[src/lbcc_pkg.sv]
// Purpose: Shared types and constants for the local bus cycle controller
// Assumes: One double-rate clock; all inputs synchronous to it
// Notes:   State codes are fixed by the external decoder that reads them
package lbcc_pkg;

    // Clock period of the double-rate clock in ns
    localparam int LBCC_CLK_PERIOD_NS = 100;

    // Bus tracker codes, read as {overlapFirst, quiet}
    typedef enum logic [1:0] {
        BUS_BUSY    = 2'b00,
        BUS_QUIET   = 2'b01,
        BUS_OVERLAP = 2'b10,
        BUS_INVALID = 2'b11
    } lbcc_bus_e;

    // Local sequencer codes
    typedef enum logic [2:0] {
        LS_PAUSE    = 3'b000,
        LS_FOREIGN  = 3'b001,
        LS_PCMD_ON  = 3'b010,
        LS_ONE_WAIT = 3'b011,
        LS_SAMPLE   = 3'b100,
        LS_AWAIT    = 3'b101,
        LS_PCMD_OFF = 3'b110,
        LS_RELEASE  = 3'b111
    } lbcc_local_e;

    // Delay counter steps, delay_nonzero down 3-2-1-0
    typedef enum logic [1:0] {
        DLY_0 = 2'b00,
        DLY_1 = 2'b01,
        DLY_2 = 2'b11,
        DLY_3 = 2'b10
    } lbcc_delay_e;

    // Cycle definition inputs from the processor
    typedef struct packed {
        logic memOrPortN;
        logic dataOrCodeN;
        logic writeNotRead;
    } lbcc_cycdef_s;

    // Active-low device selects
    typedef struct packed {
        logic selZeroWaitN;
        logic selOneWaitN;
        logic selPeripheralN;
    } lbcc_sel_s;

    // Five active-low command strobes
    typedef struct packed {
        logic memRdN;
        logic memWrN;
        logic ioRdN;
        logic ioWrN;
        logic intAckN;
    } lbcc_cmd_s;

    // Every flip-flop of the controller
    typedef struct packed {
        lbcc_bus_e busTrk;
        lbcc_local_e lseq;
        lbcc_delay_e dly;
        logic naActive;
        lbcc_cmd_s cmd;
        logic readyOutN;
        logic latchEn;
        logic xcvrEnN;
        logic xcvrDir;
    } lbcc_state_s;

    // All strobes idle
    localparam lbcc_cmd_s LBCC_CMD_IDLE = 5'h1F;

    // Reset image of the whole state
    localparam lbcc_state_s LBCC_STATE_RESET = '{
        busTrk: BUS_QUIET, lseq: LS_AWAIT, dly: DLY_0,
        naActive: 1'b0, cmd: LBCC_CMD_IDLE, readyOutN: 1'b1,
        latchEn: 1'b0, xcvrEnN: 1'b1, xcvrDir: 1'b0};

endpackage

[src/lbcc_ctrl.sv]
// Purpose: Local bus cycle controller: bus tracker, local sequencer,
//          delay counter, next-address request and command generator
// Assumes: Inputs are synchronous to clk; processor clock is a phase input
// Notes:   Command outputs are registered, aligned with the state bits
`timescale 1ns/1ps
`default_nettype none

module lbcc_ctrl
    import lbcc_pkg::*;
(
    // Clock, reset, enable
    input wire logic clk,
    input wire logic srst,
    input wire logic clkEn,
    // Processor bus
    input wire logic procClkPhase,
    input wire logic addrStrobeN,
    input wire logic cycleDoneInN,
    input wire lbcc_cycdef_s cycDef,
    // Device selects
    input wire lbcc_sel_s sel,
    // Tracker and sequencer state
    output logic busQuiet,
    output logic busOverlapFirst,
    output logic [2:0] localStateBits,
    output logic [1:0] delayCountBits,
    // Pipelining request
    output logic nextAddrReqN,
    // Commands and data path control
    output lbcc_cmd_s cmd,
    output logic cycleDoneOutN,
    output logic addrLatchEn,
    output logic xcvrEnableN,
    output logic xcvrDirection
);

    // Registered state and its next value
    lbcc_state_s state_q;
    lbcc_state_s state_d;

    // Delay counter not yet at zero
    function automatic logic delayNonzero(input lbcc_delay_e v);
        delayNonzero = v[1] | v[0];
    endfunction

    // Low bit alone, valid for counts under three
    function automatic logic delayLowBit(input lbcc_delay_e v);
        delayLowBit = v[0];
    endfunction

    // One step down the count
    function automatic lbcc_delay_e delayStep(input lbcc_delay_e v);
        case (v)
            DLY_3: delayStep = DLY_2;
            DLY_2: delayStep = DLY_1;
            DLY_1: delayStep = DLY_0;
            default: delayStep = DLY_0;
        endcase
    endfunction

    // Start value picked by the local state at zero
    function automatic lbcc_delay_e delayLoad(
        input lbcc_local_e ls,
        input logic oneWaitN,
        input logic wr,
        input logic na
    );
        case (ls)
            // One-wait access needs two steps
            LS_SAMPLE: delayLoad = oneWaitN ? DLY_0 : DLY_2;
            // Write holds the command longer
            LS_PAUSE: delayLoad = wr ? DLY_3 : DLY_2;
            // Command end once request is up
            LS_PCMD_ON: delayLoad = na ? DLY_1 : DLY_0;
            // Float after peripheral command
            LS_PCMD_OFF: delayLoad = DLY_3;
            // Float after one-wait command
            LS_ONE_WAIT: delayLoad = DLY_1;
            // Peripheral recovery
            LS_RELEASE: delayLoad = DLY_1;
            default: delayLoad = DLY_0;
        endcase
    endfunction

    // Strobe decode from the cycle definition
    function automatic lbcc_cmd_s cmdDecode(
        input lbcc_cycdef_s c,
        input logic act
    );
        cmdDecode = LBCC_CMD_IDLE;
        if (act) begin
            // Memory data or code cycle
            if (c.memOrPortN) begin
                cmdDecode.memRdN = c.writeNotRead;
                cmdDecode.memWrN = ~c.writeNotRead;
            end else if (c.dataOrCodeN) begin
                // Port cycle
                cmdDecode.ioRdN = c.writeNotRead;
                cmdDecode.ioWrN = ~c.writeNotRead;
            end else if (!c.writeNotRead) begin
                // Interrupt acknowledge
                cmdDecode.intAckN = 1'b0;
            end
        end
    endfunction

    // Next-state logic for every machine
    always_comb begin
        logic phase;
        logic quiet;
        logic zwSel;
        logic cmdAct;
        phase = procClkPhase;
        quiet = (state_q.busTrk == BUS_QUIET);
        zwSel = ~sel.selZeroWaitN;
        cmdAct = 1'b0;
        state_d = state_q;
        // Everything holds while the enable is low
        if (clkEn) begin
            // Bus tracker
            case (state_q.busTrk)
                BUS_QUIET: begin
                    // Strobe seen at phase high
                    if (phase && !addrStrobeN) begin
                        state_d.busTrk = BUS_BUSY;
                    end
                end
                BUS_BUSY: begin
                    // Done seen; pipelined or idle next
                    if (phase && !cycleDoneInN) begin
                        state_d.busTrk = addrStrobeN ?
                            BUS_QUIET : BUS_OVERLAP;
                    end
                end
                BUS_OVERLAP: begin
                    // One processor clock only
                    if (phase) begin
                        state_d.busTrk = BUS_BUSY;
                    end
                end
                default: begin
                    // Unused code recovers at once
                    state_d.busTrk = BUS_QUIET;
                end
            endcase

            // Request off unless a state drives it
            state_d.naActive = 1'b0;

            // Local sequencer
            case (state_q.lseq)
                LS_AWAIT: begin
                    // Hold on low phase, idle bus or recovery
                    if (!(!phase || (addrStrobeN && quiet) ||
                          (!sel.selPeripheralN &&
                           delayLowBit(state_q.dly)))) begin
                        state_d.lseq = LS_SAMPLE;
                    end
                end
                LS_SAMPLE: begin
                    // Route by select
                    if (!sel.selOneWaitN) begin
                        state_d.lseq = LS_ONE_WAIT;
                    end else if (!sel.selPeripheralN) begin
                        state_d.lseq = LS_PAUSE;
                    end else begin
                        state_d.lseq = LS_FOREIGN;
                    end
                end
                LS_PAUSE: begin
                    // Single clock before the command
                    state_d.lseq = LS_PCMD_ON;
                end
                LS_PCMD_ON: begin
                    // Raise at zero count, then keep
                    state_d.naActive = (!delayNonzero(state_q.dly) &&
                        phase) || state_q.naActive;
                    if (state_q.naActive) begin
                        state_d.lseq = LS_PCMD_OFF;
                    end
                end
                LS_PCMD_OFF: begin
                    // Wait out the count
                    if (!delayLowBit(state_q.dly)) begin
                        state_d.lseq = LS_RELEASE;
                    end
                end
                LS_ONE_WAIT: begin
                    // Toggles at each clock with phase high
                    state_d.naActive = state_q.naActive ^ phase;
                    if (!delayLowBit(state_q.dly)) begin
                        state_d.lseq = LS_RELEASE;
                    end
                end
                LS_RELEASE: begin
                    // A non-local cycle starting during float
                    if (!quiet && !phase && (&sel)) begin
                        state_d.lseq = LS_FOREIGN;
                    end else if (!delayNonzero(state_q.dly)) begin
                        state_d.lseq = LS_AWAIT;
                    end
                end
                LS_FOREIGN: begin
                    // Wait for the cycle to finish
                    if (phase && !cycleDoneInN) begin
                        if (delayNonzero(state_q.dly)) begin
                            state_d.lseq = LS_RELEASE;
                        end else if (!addrStrobeN) begin
                            state_d.lseq = LS_SAMPLE;
                        end else begin
                            state_d.lseq = LS_AWAIT;
                        end
                    end
                end
                default: begin
                    state_d.lseq = LS_AWAIT;
                end
            endcase

            // Delay counter: step or reload
            if (delayNonzero(state_q.dly)) begin
                if (phase) begin
                    state_d.dly = delayStep(state_q.dly);
                end
            end else begin
                state_d.dly = delayLoad(state_q.lseq,
                    sel.selOneWaitN, cycDef.writeNotRead,
                    state_q.naActive);
            end

            // Command generator on the new local state
            case (state_d.lseq)
                LS_PCMD_ON, LS_ONE_WAIT: cmdAct = 1'b1;
                LS_FOREIGN: cmdAct = zwSel;
                default: cmdAct = 1'b0;
            endcase
            state_d.cmd = cmdDecode(cycDef, cmdAct);
            // Done at end of each local command
            state_d.readyOutN = ~(
                ((state_d.lseq == LS_PCMD_OFF) &&
                 (state_q.lseq == LS_PCMD_ON)) ||
                ((state_d.lseq == LS_RELEASE) &&
                 (state_q.lseq == LS_ONE_WAIT)) ||
                ((state_d.lseq == LS_FOREIGN) && zwSel &&
                 phase));
            // Address latch open while selects settle
            state_d.latchEn = (state_d.lseq == LS_SAMPLE);
            // Transceiver on for any local data phase
            state_d.xcvrEnN = ~(cmdAct ||
                (state_d.lseq == LS_PCMD_OFF));
            // Direction only follows while transceiver is off
            if (state_q.xcvrEnN) begin
                state_d.xcvrDir = cycDef.writeNotRead;
            end
        end
    end

    // Single register for all state, double-rate clock
    always_ff @(posedge clk) begin
        if (srst) begin
            state_q <= LBCC_STATE_RESET;
        end else begin
            state_q <= state_d;
        end
    end

    // Outputs straight from the register
    assign busOverlapFirst = state_q.busTrk[1];
    assign busQuiet = state_q.busTrk[0];
    assign localStateBits = state_q.lseq;
    assign delayCountBits = state_q.dly;
    assign nextAddrReqN = ~state_q.naActive;
    assign cmd = state_q.cmd;
    assign cycleDoneOutN = state_q.readyOutN;
    assign addrLatchEn = state_q.latchEn;
    assign xcvrEnableN = state_q.xcvrEnN;
    assign xcvrDirection = state_q.xcvrDir;
endmodule // lbcc_ctrl

`default_nettype wire

[config.mk]
export PLATFORM = sky130hd
export DESIGN_NAME = lbcc_ctrl
export DESIGN_NICKNAME = d
export VERILOG_FILES = /design/src/lbcc_pkg.sv /design/src/lbcc_ctrl.sv
export SDC_FILE = /design/constraint.sdc
export NUM_CORES = 1
export LEC_CHECK = 0
export ABC_AREA = 1
export BUFFER_PORTS_ARGS = -buffer_cell sky130_fd_sc_hd__buf_2
export CAP_MARGIN = 20
export CELL_PAD_IN_SITES_DETAIL_PLACEMENT = 2
export CELL_PAD_IN_SITES_GLOBAL_PLACEMENT = 2
export CORE_MARGIN = 1
export CORE_UTILIZATION = 31
export CTS_BUF_LIST = sky130_fd_sc_hd__clkbuf_4 sky130_fd_sc_hd__clkbuf_8
export CTS_CLUSTER_DIAMETER = 40
export DETAILED_ROUTE_END_ITERATION = 16
export GPL_ROUTABILITY_DRIVEN = 0
export MAX_ROUTING_LAYER = met4
export PLACE_DENSITY_LB_ADDON = 0.1
export REMOVE_ABC_BUFFERS = 1
export SYNTH_ARGS = -nofsm -noshare
export SYNTH_HDL_FRONTEND = slang
export SYNTH_SLANG_ARGS = --single-unit
[constraint.sdc]
create_clock -name clk -period 3.95 [get_ports clk]
set_clock_uncertainty 0.05 [all_clocks]
set_input_delay 0.1975 -clock clk [delete_from_list [all_inputs] [get_ports clk]]
set_output_delay 0.1975 -clock clk [all_outputs]
set_load 0.005 [all_outputs]
==> impl_metrics.csv <==
group,metric,value,unit
critical_path,worstPathCellList,"inv_1, ha_1, nor2_1, nand2_1, nand2_1, nand2_1, nor2_4, nand3_2, nand2_4, nand3_1, nand2_1, nand2_1",
drt,vias,1255,
yosys,synth.most_common_cell,"nand2_1",
finish,antenna_cells,0,
yosys,synth-edff-count,0,
timing,min_period,1.77,ns
critical_path,regToRegStartpoint,"busOverlapFirst",
critical_path,cp_max_fo,6,
timing,maxSlewViolCount,0,
floorplan,die-width,65.3,um
finish,area_delta_synth_final,9.27,%
critical_path,critPathRequiredTime,4.05,ns
power,p_leak,0.000646,uW
drt,drt_iter0_markers,44,
run,drv_cap,0,
placed_design,placedInstanceArea,1310,sq um
drt,ant_nets,0,
critical_path,r2r_slack,2.18,ns
finish,multi_input_area,669,sq um
critical_path,r2r_end,"cmd[4]",
outcome,status,"finished clean",
clock_network,post_cts_buffers,0,
timing,rsz0062_at_grt,"no",
yosys,synth_ff_type,"dfxtp_1",
global_routing,use_met1,0.252,
critical_path,end_kind,"register",
global_routing,grt-ovfl-total,0,
global_routing,grt_max_degree,17,
drt,dr.pass1.iters,4,
placed_design,portBuffers,28,
floorplan,io_pins,29,
timing,period_share,0.448,
timing,max_slew_margin,0.691,
floorplan,rows,22,
floorplan,die_area,4260,sq um
critical_path,critPathKind,"reg -> reg",
hold_path,holdCritPathClass,"in -> reg",
power,p_total,467,uW
critical_path,arrival,1.87,ns
yosys,ys_top_cells_by_area,"dfxtp_1 (27%), nand2_1 (12%), nand3_1 (8.1%)",
clock_network,clk_latency,0.25,ns
global_routing,grt_pass1_wl,6310,um
finish,fin_area,1360,sq um
finish,drive_gt1_frac,0.244,
critical_path,critPathMaxStageDelay,0.35,ns
drt,vias_per_cell,4.96,
placed_design,place_hpwl,2900,um
finish,fill_cells,498,
timing,hold_violations,0,
global_routing,track_usage,0.199,
timing,finalSetupTns,0,ns
power,powerDensity,344,nW/um^2
clock_network,clockBufferDepth,2,
critical_path,worst_path_most_repeated_cell,"nand2_1",
floorplan,die_h,65.3,um
yosys,synth_common_cells,"nand2_1 (40), inv_1 (22), nand3_1 (20)",
power,ir_worst_vdd,116,uV
drt,routed_wirelength,3740,um
global_routing,grt_pass1_vias,1323,
critical_path,r2r_cells,12,
yosys,synth_top_area_frac,0.274,
finish,regArea,340,sq um
yosys,synth_seq_area_share,0.274,
clock_network,cts_root_buf,"clkbuf_8",
clock_network,numCtsBuffers,3,
finish,fin_nets,221,
clock_network,ctsResizeCount,0,
yosys,syn_area_per_cell,6.53,sq um
timing,tightestPinTransition,0.463,ns
global_routing,grt_antenna_before_repair,0,
timing,setup_ws,2.18,ns
critical_path,startpoint_type,"register",
yosys,ys_async_sr_fraction,0,
drt,routedWlPerCell,14.8,um
drt,drc,0,
clock_network,clock-sinks,17,
clock_network,htree_levels,1,
hold_path,hold_depth,5,
floorplan,core-area,3740,sq um
timing,fmax,565,MHz
clock_network,holdBufCountCts,0,
yosys,ys_types,29,
clock_network,cts_tree,"yes",
yosys,ys_ff_latch,17,
yosys,yosysWarningCount,0,
hold_path,whs_endpoint,"cmd[0]",
global_routing,grt_util_met2,0.334,
hold_path,hp-start,"cycDef[1]",
clock_network,clk_pin_slew_worst_paths,0.07,ns
global_routing,top_usage_layer,"met2",
yosys,syn_area,1240,sq um
yosys,synthCells,190,
timing,setup_viol,0,
floorplan,start_util,0.332,
global_routing,met3_usage,0.0260,
yosys,yosys.area.top_type,"dfxtp_1",
critical_path,crit_path_top_delay_cell,"dfxtp_1",
placed_design,pre_cts_slack,2.18,ns
[area by class of cell]
| cell class | instances | area share |
|---|---|---|
| multi-input cells | 130 | 0.494 |
| flip-flops and latches | 17 | 0.251 |
| repair buffers | 28 | 0.103 |
| inverters | 26 | 0.0738 |
| well taps | 48 | 0.0443 |
| clock buffers | 3 | 0.0304 |
| clock inverters | 1 | 0.00369 |
[layout by cell type (no fill, tap or decap), drive strengths merged]
| cell | count |
|---|---|
| clkinv | 1 |
| nor3 | 4 |
| dfxtp | 17 |
| buf | 28 |
| o31ai | 1 |
| clkbuf | 3 |
| o21ai | 9 |
| nand3b | 1 |
| a211oi | 2 |
| nor2 | 22 |
| a221oi | 1 |
| ha | 3 |
| a21oi | 17 |
| a31oi | 1 |
| nand2 | 44 |
| inv | 26 |
| o211ai | 1 |
| nand3 | 22 |
| nand4 | 1 |
| a311oi | 1 |
[stage by stage]
stage                util  hold slack [ns]  std cells
CTS                 0.362            0.212        253
global route        0.362            0.240        253
global placement    0.350            0.398        249
finish              0.362            0.217        253
floorplan               -            0.210        173
detailed placement  0.350            0.411        249
[critical path, delay by kind of cell, from the launching register on]
kind / cells / cell delay, ns
and+or+nand+nor: 10 / 0.94
adders and majority gates: 1 / 0.22
DFF: 1 / 0.35
buffers and inverters: 1 / 0.09
[kinds of logic (layout without fill, tap and decap cells)]
logic type      after synthesis  after routing  synth area share
compound gates               33             33             0.154
fa+ha+maj                     3              3            0.0302
flops                        17             17             0.274
buf+inv                      43             58             0.186
simple gates                 94             94             0.355
[worst max-delay path by stage]
stage | startpoint | endpoint | slack [ns] | depth (start not counted)
after floorplan | busOverlapFirst | cmd[0] | 2.42 | 12
after global placement | busOverlapFirst | cmd[2] | 2.29 | 12
after detailed placement | busOverlapFirst | cmd[4] | 2.18 | 12
after CTS | busOverlapFirst | cmd[4] | 2.14 | 12
after global routing | busOverlapFirst | cmd[2] | 1.98 | 12
final | busOverlapFirst | cmd[4] | 2.18 | 12
[power breakdown]
part / total [uW] / internal (uW) / switching, uW / leakage, uW
Clock: 136 / 70.1 / 65.5 / 0.0000255
Combinational: 132 / 47.7 / 84.7 / 0.000481
Sequential: 199 / 184 / 15.2 / 0.000140
Total: 467 / 302 / 165 / 0.000646
[metal layers]
metal	vias up	wire length, um
li1	635	-
met1	604	1830
met5	-	0
met4	0	24
met3	2	75
met2	14	1810
[flip-flops by register name, indices dropped and copies added, names as in the netlist]
register	count
addrLatchEn	1
busQuiet	1
cmd	5
state_q	1
localStateBits	3
busOverlapFirst	1
delayCountBits	2
xcvrDirection	1
xcvrEnableN	1
cycleDoneOutN	1
No activity file was read; power rests on OpenSTA's default activity.
